==> src/rtl/cfs_pkg.sv <==
// package for the instruction fetch sequencer: widths, offsets, encodings
// assumes a single 25 MHz system clock and a 16-bit wide program memory
package cfs_pkg;
	// program memory geometry: 32K words max, 13-bit page offset plus bank
	localparam int PC_W = 15;
	localparam int PAGE_W = 13;
	localparam int BANK_W = 2;
	localparam int WORD_W = 16;
	localparam int DATA_W = 8;
	localparam int STACK_DEPTH = 8;
	localparam int SP_W = 4;
	// register offsets on the plain register port
	localparam logic [3:0] REG_PC_LOW = 4'h0;
	localparam logic [3:0] REG_BANK = 4'h1;
	localparam logic [3:0] REG_STATUS = 4'h2;
	localparam logic [3:0] REG_ACC = 4'h3;
	localparam logic [3:0] REG_INT_CTRL = 4'h4;
	// reset values
	localparam logic [PC_W-1:0] RESET_VECTOR = 15'h0000;
	localparam logic [PC_W-1:0] INT_VECTOR = 15'h0004;
	localparam logic [SP_W-1:0] SP_RESET = 4'h0;
	// status flag bit positions
	localparam int FLAG_C = 0;
	localparam int FLAG_AC = 1;
	localparam int FLAG_Z = 2;
	localparam int FLAG_OV = 3;
	// instruction word fields: [15:12] class, [11:8] sub-op, [7:0] operand
	localparam int OP_HI = 15;
	localparam int OP_LO = 12;
	localparam int SUB_HI = 11;
	localparam int SUB_LO = 8;
	// instruction classes
	typedef enum logic [3:0] {
		CFS_OP_NOP = 4'h0,
		CFS_OP_ALU = 4'h1,
		CFS_OP_LONG = 4'h2,
		CFS_OP_JUMP = 4'h3,
		CFS_OP_CALL = 4'h4,
		CFS_OP_RET = 4'h5,
		CFS_OP_INTERRUPT_RETURN_OP = 4'h6,
		CFS_OP_SKIP = 4'h7
	} cfs_op_t;
	// alu operation select
	typedef enum logic [3:0] {
		CFS_ALU_ADD = 4'h0,
		CFS_ALU_ADC = 4'h1,
		CFS_ALU_SUB = 4'h2,
		CFS_ALU_SBC = 4'h3,
		CFS_ALU_DAA = 4'h4,
		CFS_ALU_AND = 4'h5,
		CFS_ALU_OR = 4'h6,
		CFS_ALU_XOR = 4'h7,
		CFS_ALU_CPL = 4'h8,
		CFS_ALU_RR = 4'h9,
		CFS_ALU_RRC = 4'ha,
		CFS_ALU_RL = 4'hb,
		CFS_ALU_RLC = 4'hc,
		CFS_ALU_INC = 4'hd,
		CFS_ALU_DEC = 4'he,
		CFS_ALU_MOV = 4'hf
	} cfs_alu_t;
	// phase of the instruction cycle, one system clock each
	typedef enum logic [1:0] {
		CFS_T1 = 2'b00,
		CFS_T2 = 2'b01,
		CFS_T3 = 2'b10,
		CFS_T4 = 2'b11
	} cfs_phase_t;
	// program memory request toward the flash
	typedef struct packed {
		logic rd;
		logic [PC_W-1:0] addr;
	} cfs_fetch_t;
endpackage : cfs_pkg

==> src/rtl/cfs_sequencer.sv <==
// instruction fetch sequencer: four-phase cycle, pc, stack and 8-bit alu
// assumes a flash returning the word in the same clock as the fetch request
//
// The plain strobed port and the register addresses were left to the implementer.
`timescale 1ns/10ps

// Notes on behaviour
// - four phases derived from the system clock make one instruction cycle.
// - pc advances at start of first phase while new word is fetched.
// - phases two to four decode and execute the word fetched in the first phase.
// - any pc-changing instruction costs one extra instruction cycle.
// - standard words take one cycle, extended words two.
// - pc advances by one per instruction except jump, call, return or interrupt targets and pc low writes.
// - jump, call, interrupt and reset load target address into pc.
// - satisfied skip discards fetched word and runs a dummy cycle.
// - pc low byte is readable and writable by software.
// - pc low write jumps within current 256-word page, adds dummy cycle.
// - bank pointer bits extend the program memory address.
// - bit 0 selects two banks, bits 0 and 1 select four banks.
// - memory is 16 bits wide; pc spans up to 32K words.
// - stack holds only pc values; contents and pointer are hidden.
// - call or interrupt pushes pc; return ops pop it back.
// - after reset the stack pointer points to top of stack.
// - with stack full, interrupt flag is kept but acknowledge waits for pop.
// - call with full stack proceeds and the oldest entry is lost.
// - an 8-bit alu handles operations through the accumulator.
// - alu gives add, sub, carry forms, daa, logic, rotates, inc, dec.
// - alu result goes to destination and status flags update.
// - after reset the pc is zero, the reset vector.
module cfs_sequencer (
	input wire logic sys_clk,
	input wire logic nrst,
	input wire logic [3:0] reg_addr,
	input wire logic [7:0] reg_wdata,
	input wire logic reg_wr,
	input wire logic reg_rd,
	output logic [7:0] reg_rdata,
	output cfs_pkg::cfs_fetch_t fetch_req,
	input wire logic [15:0] fetch_word,
	input wire logic int_pin,
	output logic [1:0] phase_out,
	output logic int_ack
);
	// phase counter and derived phase strobes
	cfs_pkg::cfs_phase_t phase_reg;
	logic [14:0] pc_reg;
	logic [14:0] pc_next;
	logic [15:0] ir_reg;
	logic ir_valid_reg;
	logic dummy_reg;
	logic long_half_reg;
	logic [1:0] bank_reg;
	logic [7:0] acc_reg;
	logic [3:0] flags_reg;
	logic int_en_reg;
	logic int_flag_reg;
	logic [14:0] stack_mem [0:cfs_pkg::STACK_DEPTH-1];
	logic [3:0] sp_reg;
	logic int_s1_reg;
	logic int_s2_reg;

	wire logic t1 = (phase_reg == cfs_pkg::CFS_T1);
	wire logic t4 = (phase_reg == cfs_pkg::CFS_T4);

	// decode of the word fetched in this cycle's first phase
	wire logic [3:0] op_w = ir_reg[cfs_pkg::OP_HI:cfs_pkg::OP_LO];
	wire logic [3:0] sub_w = ir_reg[cfs_pkg::SUB_HI:cfs_pkg::SUB_LO];
	wire logic [7:0] imm_w = ir_reg[7:0];
	wire logic live_w = ir_valid_reg && !dummy_reg;
	wire logic is_alu = live_w && op_w == cfs_pkg::CFS_OP_ALU;
	wire logic is_long = live_w && op_w == cfs_pkg::CFS_OP_LONG;
	wire logic is_jump = live_w && op_w == cfs_pkg::CFS_OP_JUMP;
	wire logic is_call = live_w && op_w == cfs_pkg::CFS_OP_CALL;
	wire logic is_ret = live_w && (op_w == cfs_pkg::CFS_OP_RET
		|| op_w == cfs_pkg::CFS_OP_INTERRUPT_RETURN_OP);
	wire logic is_skip = live_w && op_w == cfs_pkg::CFS_OP_SKIP;
	wire logic pcl_wr = reg_wr && reg_addr == cfs_pkg::REG_PC_LOW;
	wire logic bank_wr = reg_wr && reg_addr == cfs_pkg::REG_BANK;
	// a low byte write waits for a fourth phase that can take it
	logic pcl_pend_reg;
	logic [7:0] pcl_val_reg;
	wire logic pcl_go = pcl_wr || pcl_pend_reg;
	wire logic [7:0] pcl_val = pcl_wr ? reg_wdata : pcl_val_reg;

	// stack state
	wire logic stack_full = (sp_reg == 4'(cfs_pkg::STACK_DEPTH));
	wire logic stack_empty = (sp_reg == cfs_pkg::SP_RESET);
	wire logic [2:0] push_slot = 3'(sp_reg);
	wire logic [2:0] pop_slot = 3'(sp_reg - 4'h1);
	// pending low byte write lands unless a branch owns the slot
	wire logic pcl_lands = pcl_go && !is_jump && !is_call
		&& !(is_ret && !stack_empty);

	// alu: accumulator op immediate, carry in from status
	logic [8:0] alu_res;
	logic [7:0] daa_adj;
	wire logic cin = flags_reg[cfs_pkg::FLAG_C];
	wire logic [7:0] opb = imm_w;
	wire cfs_pkg::cfs_alu_t alu_sel = cfs_pkg::cfs_alu_t'(sub_w);
	always_comb begin
		daa_adj = 8'h00;
		if (acc_reg[3:0] > 4'h9 || flags_reg[cfs_pkg::FLAG_AC])
			daa_adj[3:0] = 4'h6;
		if (acc_reg[7:4] > 4'h9 || cin)
			daa_adj[7:4] = 4'h6;
		case (alu_sel)
			cfs_pkg::CFS_ALU_ADD: alu_res = {1'b0, acc_reg} + {1'b0, opb};
			cfs_pkg::CFS_ALU_ADC: alu_res = {1'b0, acc_reg} + {1'b0, opb}
				+ {8'h00, cin};
			cfs_pkg::CFS_ALU_SUB: alu_res = {1'b0, acc_reg} - {1'b0, opb};
			cfs_pkg::CFS_ALU_SBC: alu_res = {1'b0, acc_reg} - {1'b0, opb}
				- {8'h00, !cin};
			cfs_pkg::CFS_ALU_DAA: alu_res = {1'b0, acc_reg} + {1'b0, daa_adj};
			cfs_pkg::CFS_ALU_AND: alu_res = {cin, acc_reg & opb};
			cfs_pkg::CFS_ALU_OR: alu_res = {cin, acc_reg | opb};
			cfs_pkg::CFS_ALU_XOR: alu_res = {cin, acc_reg ^ opb};
			cfs_pkg::CFS_ALU_CPL: alu_res = {cin, ~acc_reg};
			cfs_pkg::CFS_ALU_RR: alu_res = {cin, acc_reg[0], acc_reg[7:1]};
			cfs_pkg::CFS_ALU_RRC: alu_res = {acc_reg[0], cin, acc_reg[7:1]};
			cfs_pkg::CFS_ALU_RL: alu_res = {cin, acc_reg[6:0], acc_reg[7]};
			cfs_pkg::CFS_ALU_RLC: alu_res = {acc_reg[7], acc_reg[6:0], cin};
			cfs_pkg::CFS_ALU_INC: alu_res = {cin, acc_reg + 8'h01};
			cfs_pkg::CFS_ALU_DEC: alu_res = {cin, acc_reg - 8'h01};
			default: alu_res = {cin, opb};
		endcase
	end

	// carry on add is carry out; on subtract it is no-borrow
	wire logic is_sub_op = alu_sel == cfs_pkg::CFS_ALU_SUB
		|| alu_sel == cfs_pkg::CFS_ALU_SBC;
	wire logic c_out = is_sub_op ? !alu_res[8] : alu_res[8];
	wire logic ac_out = (acc_reg[3:0] + opb[3:0]) > 5'h0f;
	wire logic ov_out = (acc_reg[7] == opb[7]) && (alu_res[7] != acc_reg[7]);
	// skip when the alu result is zero (sub-op applied to accumulator and operand)
	wire logic skip_hit = is_skip && (alu_res[7:0] == 8'h00);
	// a long word takes a second cycle for its operand word
	wire logic long_first = is_long && !long_half_reg;
	// any pc change costs a flushed slot
	wire logic redirect = is_jump || is_call || is_ret || pcl_go;

	// interrupt acknowledge waits while the stack is full
	wire logic take_int = int_flag_reg && int_en_reg && !stack_full
		&& !redirect && !long_first && !skip_hit;

	// next program counter at the end of the cycle
	always_comb begin
		pc_next = pc_reg + 15'h0001;
		if (take_int)
			pc_next = cfs_pkg::INT_VECTOR;
		else if (is_jump || is_call)
			pc_next = {bank_reg, ir_reg[12:0]};
		else if (is_ret && !stack_empty)
			pc_next = stack_mem[pop_slot];
		else if (pcl_go)
			pc_next = {pc_reg[14:8], pcl_val};
	end

	// hold a low byte write until the slot that can take it
	always_ff @(posedge sys_clk or negedge nrst) begin
		if (!nrst) begin
			pcl_pend_reg <= 1'b0;
			pcl_val_reg <= 8'h00;
		end else begin
			if (t4 && pcl_lands)
				pcl_pend_reg <= 1'b0;
			else if (pcl_wr)
				pcl_pend_reg <= 1'b1;
			if (pcl_wr)
				pcl_val_reg <= reg_wdata;
		end
	end

	// input pin synchroniser
	always_ff @(posedge sys_clk or negedge nrst) begin
		if (!nrst) begin
			int_s1_reg <= 1'b0;
			int_s2_reg <= 1'b0;
		end else begin
			int_s1_reg <= int_pin;
			int_s2_reg <= int_s1_reg;
		end
	end

	// phase divider: one clock per phase
	always_ff @(posedge sys_clk or negedge nrst) begin
		if (!nrst)
			phase_reg <= cfs_pkg::CFS_T1;
		else
			phase_reg <= cfs_pkg::cfs_phase_t'(phase_reg + 2'b01);
	end

	// pc, fetch and pipeline slot
	always_ff @(posedge sys_clk or negedge nrst) begin
		if (!nrst) begin
			pc_reg <= cfs_pkg::RESET_VECTOR;
			ir_reg <= 16'h0000;
			ir_valid_reg <= 1'b0;
			dummy_reg <= 1'b0;
			long_half_reg <= 1'b0;
			fetch_req <= '0;
		end else begin
			fetch_req.rd <= t4;
			if (t4) begin
				fetch_req.addr <= pc_reg;
				pc_reg <= pc_next;
			end
			if (t1) begin
				ir_reg <= fetch_word;
				ir_valid_reg <= 1'b1;
			end
			if (t4) begin
				dummy_reg <= redirect || skip_hit || take_int;
				long_half_reg <= long_first;
			end
		end
	end

	// return stack, pointer counts filled slots from the top
	always_ff @(posedge sys_clk or negedge nrst) begin
		if (!nrst)
			sp_reg <= cfs_pkg::SP_RESET;
		else if (t4 && (is_call || take_int) && !stack_full)
			sp_reg <= sp_reg + 4'h1;
		else if (t4 && is_ret && !stack_empty)
			sp_reg <= sp_reg - 4'h1;
	end

	// stack storage; a full push shifts out the oldest entry
	always_ff @(posedge sys_clk) begin
		if (t4 && (is_call || take_int)) begin
			if (stack_full) begin
				for (int i = 0; i < cfs_pkg::STACK_DEPTH - 1; i++)
					stack_mem[i] <= stack_mem[i+1];
				stack_mem[cfs_pkg::STACK_DEPTH-1] <= pc_reg;
			end else
				stack_mem[push_slot] <= pc_reg;
		end
	end

	// alu result and flags at end of execute
	always_ff @(posedge sys_clk or negedge nrst) begin
		if (!nrst) begin
			acc_reg <= 8'h00;
			flags_reg <= 4'h0;
		end else if (t4 && is_alu) begin
			acc_reg <= alu_res[7:0];
			flags_reg[cfs_pkg::FLAG_C] <= c_out;
			flags_reg[cfs_pkg::FLAG_AC] <= ac_out;
			flags_reg[cfs_pkg::FLAG_Z] <= alu_res[7:0] == 8'h00;
			flags_reg[cfs_pkg::FLAG_OV] <= ov_out;
		end else if (reg_wr && reg_addr == cfs_pkg::REG_ACC)
			acc_reg <= reg_wdata;
		else if (reg_wr && reg_addr == cfs_pkg::REG_STATUS)
			flags_reg <= reg_wdata[3:0];
	end

	// bank pointer, interrupt enable and request flag
	always_ff @(posedge sys_clk or negedge nrst) begin
		if (!nrst) begin
			bank_reg <= 2'b00;
			int_en_reg <= 1'b0;
			int_flag_reg <= 1'b0;
			int_ack <= 1'b0;
		end else begin
			if (bank_wr)
				bank_reg <= reg_wdata[1:0];
			if (reg_wr && reg_addr == cfs_pkg::REG_INT_CTRL)
				int_en_reg <= reg_wdata[0];
			// set wins over the acknowledge clear
			if (int_s2_reg)
				int_flag_reg <= 1'b1;
			else if (t4 && take_int)
				int_flag_reg <= 1'b0;
			int_ack <= t4 && take_int;
		end
	end

	// read data one cycle after the read strobe; stack not mapped
	wire logic [7:0] rd_mux =
		reg_addr == cfs_pkg::REG_PC_LOW ? pc_reg[7:0] :
		reg_addr == cfs_pkg::REG_BANK ? {6'h00, bank_reg} :
		reg_addr == cfs_pkg::REG_STATUS ? {4'h0, flags_reg} :
		reg_addr == cfs_pkg::REG_ACC ? acc_reg :
		reg_addr == cfs_pkg::REG_INT_CTRL ?
			{6'h00, int_flag_reg, int_en_reg} : 8'h00;
	always_ff @(posedge sys_clk or negedge nrst) begin
		if (!nrst) begin
			reg_rdata <= 8'h00;
			phase_out <= 2'b00;
		end else begin
			reg_rdata <= reg_rd ? rd_mux : 8'h00;
			phase_out <= phase_reg;
		end
	end

	// checks: phase divider and fetch timing
	phase_wrap_a: assert property (
		@(posedge sys_clk) disable iff (!nrst) t4 |=> t1)
		else $error("phase did not wrap");
	phase_out_a: assert property (
		@(posedge sys_clk) disable iff (!nrst) 1'b1 |=> phase_out == $past(phase_reg))
		else $error("phase output out of step");
	fetch_t1_a: assert property (
		@(posedge sys_clk) disable iff (!nrst) fetch_req.rd |-> t1)
		else $error("fetch outside first phase");
	fetch_addr_a: assert property (
		@(posedge sys_clk) disable iff (!nrst)
		t4 |=> fetch_req.rd && fetch_req.addr == $past(pc_reg))
		else $error("fetch address not the old pc");
	ir_load_a: assert property (
		@(posedge sys_clk) disable iff (!nrst) t1 |=> ir_reg == $past(fetch_word))
		else $error("fetched word not latched");

	// checks: program counter
	pc_step_a: assert property (
		@(posedge sys_clk) disable iff (!nrst)
		(t4 && !take_int && !redirect) |=> pc_reg == $past(pc_reg) + 15'h1)
		else $error("pc did not advance by one");
	reset_pc_a: assert property (
		@(posedge sys_clk) $rose(nrst) |-> pc_reg == cfs_pkg::RESET_VECTOR)
		else $error("pc not at zero");
	jump_target_a: assert property (
		@(posedge sys_clk) disable iff (!nrst) (t4 && (is_jump || is_call))
		|=> pc_reg == $past({bank_reg, ir_reg[12:0]}))
		else $error("branch target not loaded");
	int_vector_a: assert property (
		@(posedge sys_clk) disable iff (!nrst) (t4 && take_int) |=> pc_reg == cfs_pkg::INT_VECTOR)
		else $error("interrupt vector not loaded");
	jump_dummy_a: assert property (
		@(posedge sys_clk) disable iff (!nrst) (t4 && redirect) |=> dummy_reg)
		else $error("branch slot not flushed");
	skip_dummy_a: assert property (
		@(posedge sys_clk) disable iff (!nrst) (t4 && skip_hit) |=> dummy_reg [*4])
		else $error("skip without dummy");
	long_half_a: assert property (
		@(posedge sys_clk) disable iff (!nrst) (t4 && long_first) |=> long_half_reg)
		else $error("long word without second cycle");
	pcl_page_a: assert property (
		@(posedge sys_clk) disable iff (!nrst) (t4 && pcl_lands)
		|=> pc_reg == {$past(pc_reg[14:8]), $past(pcl_val)})
		else $error("pc low write left page");
	pcl_read_a: assert property (
		@(posedge sys_clk) disable iff (!nrst)
		(reg_rd && reg_addr == cfs_pkg::REG_PC_LOW) |=> reg_rdata == $past(pc_reg[7:0]))
		else $error("pc low read wrong");
	rdata_idle_a: assert property (
		@(posedge sys_clk) disable iff (!nrst) !reg_rd |=> reg_rdata == 8'h00)
		else $error("read data without strobe");
	bank_sel_a: assert property (
		@(posedge sys_clk) disable iff (!nrst) bank_wr |=> bank_reg == $past(reg_wdata[1:0]))
		else $error("bank bits not taken");

	// checks: return stack and interrupt
	reset_sp_a: assert property (
		@(posedge sys_clk) $rose(nrst) |-> sp_reg == cfs_pkg::SP_RESET)
		else $error("stack pointer not at top");
	push_sp_a: assert property (
		@(posedge sys_clk) disable iff (!nrst)
		(t4 && is_call && !stack_full) |=> sp_reg == $past(sp_reg) + 4'h1)
		else $error("call did not push");
	pop_sp_a: assert property (
		@(posedge sys_clk) disable iff (!nrst)
		(t4 && is_ret && !stack_empty) |=> sp_reg == $past(sp_reg) - 4'h1)
		else $error("return did not pop");
	sp_bound_a: assert property (
		@(posedge sys_clk) disable iff (!nrst) sp_reg <= 4'(cfs_pkg::STACK_DEPTH))
		else $error("stack pointer past depth");
	full_call_a: assert property (
		@(posedge sys_clk) disable iff (!nrst) (t4 && is_call && stack_full)
		|=> stack_full && stack_mem[cfs_pkg::STACK_DEPTH-1] == $past(pc_reg))
		else $error("full call not kept");
	full_no_ack_a: assert property (
		@(posedge sys_clk) disable iff (!nrst) stack_full |-> !take_int)
		else $error("ack while full");
	ack_room_a: assert property (
		@(posedge sys_clk) disable iff (!nrst) int_ack |-> !$past(stack_full))
		else $error("ack issued with full stack");
	flag_set_a: assert property (
		@(posedge sys_clk) disable iff (!nrst) int_s2_reg |=> int_flag_reg)
		else $error("request flag not recorded");

	// checks: alu
	alu_zero_a: assert property (
		@(posedge sys_clk) disable iff (!nrst)
		(t4 && is_alu) |=> flags_reg[cfs_pkg::FLAG_Z] == (acc_reg == 8'h00))
		else $error("zero flag wrong");
	alu_carry_a: assert property (
		@(posedge sys_clk) disable iff (!nrst)
		(t4 && is_alu && alu_sel == cfs_pkg::CFS_ALU_ADD)
		|=> flags_reg[cfs_pkg::FLAG_C] == ($past(opb) > ~$past(acc_reg)))
		else $error("add carry wrong");
endmodule : cfs_sequencer

==> config.mk <==
export PLATFORM = sky130hd
export DESIGN_NAME = cfs_sequencer
export DESIGN_NICKNAME = d
export VERILOG_FILES = /design/src/rtl/cfs_pkg.sv /design/src/rtl/cfs_sequencer.sv
export SDC_FILE = /design/constraint.sdc
export NUM_CORES = 1
export LEC_CHECK = 0
export ABC_AREA = 1
export BUFFER_PORTS_ARGS = -buffer_cell sky130_fd_sc_hd__buf_4
export CELL_PAD_IN_SITES_DETAIL_PLACEMENT = 0
export CELL_PAD_IN_SITES_GLOBAL_PLACEMENT = 2
export CORE_UTILIZATION = 40
export DETAILED_ROUTE_END_ITERATION = 12
export PLACE_DENSITY_LB_ADDON = 0.1
export SYNTH_ARGS = -nofsm -noshare
export SYNTH_HDL_FRONTEND = slang
export SYNTH_SLANG_ARGS = --single-unit
export TNS_END_PERCENT = 1
==> constraint.sdc <==
create_clock -name sys_clk -period 13.85 [get_ports sys_clk]
set_clock_uncertainty 0.15 [all_clocks]
set_input_delay 1.385 -clock sys_clk [delete_from_list [all_inputs] [get_ports sys_clk]]
set_output_delay 1.385 -clock sys_clk [all_outputs]
set_load 0.05 [all_outputs]
======== Word-level counts from Yosys, hierarchy flattened ========
Memories as Yosys holds them, arrays and structs flattened.
Cells that the tools add are included.
word-level totals
  register bits after elaboration ......... 94
  RAM bits ................................ 120
  bits of input ports ..................... 33
  output and inout bits ................... 27
  logic and storage cells ................. 175
  memories ................................ 1
memories
  memory     words  bits a word  read ports  clocked after memory_dff  wr ports  RTL line             text
  stack_mem  8      15           8           0                         8         cfs_sequencer.sv:57  logic [14:0] stack_mem [0:cfs_pkg::STACK_DEPTH-1];
cells by class
  $add $sub $neg .......................... 12
  magnitude comparators ................... 3
  equality and inequality tests ........... 31
  muxes and demuxes ....................... 35
  bitwise logic cells ..................... 4
  reduce and logical (&&, ||, !) cells .... 67
operators by type and width
  cell                                                                   number
  9-bit one-hot mux with 15 select lines                                 1
  15-bit two-way mux                                                     5
  8-bit two-way mux                                                      8
  4-bit by 3-bit equality test with 1-bit output, second input constant  9
  4-bit equality test, second input constant                             8
  1-bit logical AND                                                      31
  4-bit by 2-bit equality test with 1-bit output, second input constant  6
  4-bit two-way mux                                                      5
  8-bit by 8-bit adder with 9-bit output                                 2
  15-bit by 1-bit adder with 15-bit output, second input constant        1
  15-bit OR reduction                                                    1
  4-bit by 1-bit equality test with 1-bit output, second input constant  3
  1-bit zero test                                                        12
  4-bit zero test                                                        3
  1-bit two-way mux                                                      12
  1-bit logical OR                                                       11
  2-bit nonzero test                                                     5
  9-bit by 1-bit adder with 9-bit output                                 1
  3-bit two-way mux                                                      3
  8-bit by 8-bit subtractor with 9-bit output                            1
  9-bit by 1-bit subtractor with 9-bit output                            1
  8-bit by 1-bit adder with 8-bit output, second input constant          1
  8-bit bitwise AND                                                      1
  4-bit > comparator, second input constant                              2
  other kinds (18)                                                       19

======== Logic depth before layout (Yosys ltp) ========
  depth after elaboration ................. 16
  depth in mapped cells ................... 27
  gate-level depth less buffers ........... 25

======== Least setup slack after synthesis ========
OpenSTA, ideal clock, no wires.
  path type ............................... in2reg
  start point ............................. input port reg_addr[1]
  end point ............................... memory stack_mem[7][0], enable pin
  library setup time ...................... 0.408 ns
  arrival time ............................ 4.066 ns
  setup slack ............................. 9.226 ns
  stages on the path ...................... 13
  path through ............................ nor2_1 -> nand2_1 -> clkinv_1 -> nand2_1 -> nand2_1 -> clkinv_1 -> nand3_1 -> nor3_1 -> nand3_2 -> nand2_1 -> nand2_2 -> buf_6 -> o21ai_0
RTL lines
  element             RTL line             text
  start: declaration  cfs_sequencer.sv:33  input wire logic [3:0] reg_addr,
  end: declaration    cfs_sequencer.sv:57

==> flow_metrics.py <==
metrics = {
    "routing": {
        "drt_iter0_drc": 1095,
        "dr_total_vias": 12710,
        "routedWlPerCell_um": 22.30,
        "dr.pass1.iters": 5,
        "ant_nets": 0,
        "vias_per_cell": 5.604,
        "totalWireLength_um": 50540,
        "drc": 0,
    },
    "timing": {
        "rsz0062_at_grt": "false",
        "setup_viol": 0,
        "maxSlewViolCount": 0,
        "hold_viol": 0,
        "whs_ns": 0.2112,
        "finalSetupTns_ns": 0,
        "fmax_mhz": 158.4,
        "relSlewSlack_pct": 21.30,
        "min_period_ns": 6.312,
        "tightest_slew_ns": 1.180,
        "min_period_over_period_pct": 45.57,
    },
    "clocking": {
        "cts_setup_buffers": 0,
        "cts_resized": 0,
        "clkTransAtPathRegs_ns": 0.06,
        "cts_made_buffers": 26,
        "clock_latency_ns": 0.55,
        "hold_buffers": 0,
        "htreeDepth": 1,
        "cts.sinks": 214,
        "tritoncts": "done",
        "clock-root-buffer": "clkbuf_16",
        "clockBufferDepth": 3,
    },
    "pwr": {
        "p_per_area_nw_per_um2": 185.3,
        "peakVddDrop_mv": 0.1003,
        "p_int_uw": 1516,
        "p_sw_share_pct": 45.85,
        "clock_power_share_pct": 25.7,
        "seqPwrFrac_pct": 33.1,
        "power_switching_uw": 1283,
        "power_uw": 2799,
        "p_leak_uw": 0.006893,
        "power_frac_comb_pct": 41.2,
    },
    "setup_path": {
        "crit_fanout": 64,
        "crit_arrival_ns": 6.35,
        "startpoint_type": "flip-flop",
        "cp.required_ns": 13.88,
        "crit_path_end_kind": "flip-flop",
        "regToRegStartpoint": "ir_reg[9]$_DFFE_PN0N_",
        "r2r_end": "stack_mem[5][6]$_DFFE_PP_",
        "critPathKind": "flip-flop to flip-flop",
        "worstRegToRegCells": 23,
        "r2r_setup_slack_ns": 7.54,
    },
    "synth": {
        "synth_seq_area_share_pct": 43.97,
        "ys_types": 49,
        "synth_warnings": 0,
        "synth_edf_count": 120,
        "yosys-top-cells-area": "edfxtp_1, dfrtp_1, nand2_1",
        "avgSynthCellArea_um2": 7.601,
        "synth_commonest_cells": "nand2_1, nand3_1, inv_1",
        "synth_area_um2": 13540,
        "synth-seq-cells": 214,
        "syn_inst": 1782,
        "ys.flop_type": "edfxtp_1",
        "synthArstFlopShare_pct": 43.93,
        "synth.most_common_cell": "nand2_1",
        "syn_nets": 1862,
        "synth_top_area_cell": "edfxtp_1",
        "synth_top_area_share_pct": 26.61,
    },
    "floorplanning": {
        "coreArea_um2": 33450,
        "die_y_um": 186.0,
        "rows": 67,
        "initial_utilization_pct": 40.49,
        "die_x_um": 186.0,
        "dieArea_um2": 34600,
        "io_pins": 60,
    },
    "hold_path": {
        "holdPathEnd": "int_s2_reg$_DFF_PN0_",
        "hp-start": "int_s1_reg$_DFF_PN0_",
        "hp-class": "flip-flop to flip-flop",
        "holdPathStages": 0,
    },
    "global_routing": {
        "grtUsageTotal_pct": 29.40,
        "grt_pass1_wl_um": 75250,
        "grtUsageMet2_pct": 53.06,
        "overflow": 0,
        "grt_pass1_vias": 12350,
        "grt_util_met1_pct": 35.58,
        "grt-busiest-layer": "met2",
        "grt_max_degree": 65,
        "antenna_found_initial": 0,
        "use_met3_pct": 2.759,
    },
    "place": {
        "globalplace.congestion": 0.9528,
        "dp_cells": 2220,
        "dpl.hpwl_um": 37070,
        "port_buffers": 59,
    },
    "run": {
        "maxCapViolCount": 0,
    },
    "layout": {
        "layout.nets": 1880,
        "syn2layout_area_growth_pct": 11.52,
        "fin_cells": 2267,
        "antenna_cells": 0,
        "largest_register_ffs": 120,
        "layout-drive-gt1-share_pct": 8.411,
    },
    "outcome": {
        "status": "complete, no violations",
    },
}
## power by group through the flow
stage	registers [uW]	logic (uW)	clock network (uW)
floorplan	875	748	0
global placement	936	1150	0
detailed placement	937	1140	0
CTS	925	1150	728
global route	935	1260	755
finish	927	1150	719
## placed cells by master, fill, tap and decap left out, types with 4 or more instances in the layout
master,n
o221ai_1,14
nand3_1,205
dfrtp_1,93
bufinv_16,5
o21ai_0,108
a211oi_1,5
a32o_1,8
nand3b_1,5
a21oi_1,77
ha_1,43
nor3_1,10
clkinv_1,12
a31oi_1,4
inv_1,151
clkbuf_16,26
o21ai_1,15
a22oi_1,8
nand2_2,10
o32ai_1,10
nand2_1,605
nor2_1,103
buf_4,74
inv_2,9
o21bai_1,4
xor2_1,9
o211ai_1,9
nor2_2,7
o311ai_0,7
a21o_1,4
edfxtp_1,120
nand4_1,17
fa_1,4
## final cells by class
type | instances | area (um2)
flip-flops and latches | 214 | 5957
fillers | 3441 | 18340
clock buffers | 29 | 661.9
repair buffers | 74 | 555.5
multi-input cells | 1317 | 6510
clock inverters | 18 | 230.2
inverters | 167 | 629.4
well taps | 448 | 560.5
## worst max-delay path by stage
stage                          startpoint                    endpoint  slack (ns)
floorplan                     reg_addr[1]   stack_mem[7][0]$_DFFE_PP_        9.23
detailed placement            reg_addr[1]   stack_mem[5][7]$_DFFE_PP_        7.56
global route        ir_reg[9]$_DFFE_PN0N_  stack_mem[5][10]$_DFFE_PP_        7.24
global placement              reg_addr[1]  stack_mem[6][14]$_DFFE_PP_        7.69
CTS                 ir_reg[9]$_DFFE_PN0N_  stack_mem[5][10]$_DFFE_PP_        7.66
finish              ir_reg[9]$_DFFE_PN0N_   stack_mem[5][6]$_DFFE_PP_        7.54
## critical path: stages, from the launching register on
cell and delay (ns):
dfrtp_1 0.54, inv_2 0.14, nor2_4 0.25, nand2_1 0.27
inv_1 0.31, ha_1 0.39, a21oi_1 0.24, nand2_1 0.14
a21oi_1 0.20, nor2_1 0.06, nor2_1 0.13, nor2_1 0.07
nand3_1 0.08, nand2_1 0.13, inv_1 0.12, nor2_2 0.06
nand4_1 0.18, nand3_2 0.13, nand2_1 0.16, nand2_2 0.18
inv_4 0.34, buf_4 0.62, nand2_2 0.38, nand2_1 0.64
## cell families (layout without fill, tap and decap cells)
family | count (synthesis) | count (layout) | synth area share [%]
AO/OA/AOI/OAI | 280 | 280 | 12.22
XOR/XNOR | 12 | 12 | 0.7760
adder cells (fa/ha/maj) | 47 | 47 | 4.564
buffers and inverters | 251 | 288 | 8.000
flip-flops | 214 | 214 | 43.97
multiplexers | 4 | 4 | 0.3233
AND/OR/NAND/NOR | 974 | 974 | 30.14
## per-layer routing
layer	wire length (um)	vias up	part of all wire, %
met1	20090	6147	40
met4	2185	0	4.3
met5	0	-	0
li1	-	5996	-
met2	25770	460	51
met3	2502	102	5.0
## metrics by stage
stage	instance area [um2]	utilization (%)	setup slack [ns]
2_1_floorplan	13540	-	9.226
3_3_place_gp	14210	42.49	7.686
3_5_place_dp	14210	42.49	7.563
4_1_cts	15100	45.16	7.655
5_1_grt	15100	45.16	7.237
6_report	15100	45.16	7.538
Note: power is estimated with default switching activity, not from simulation.
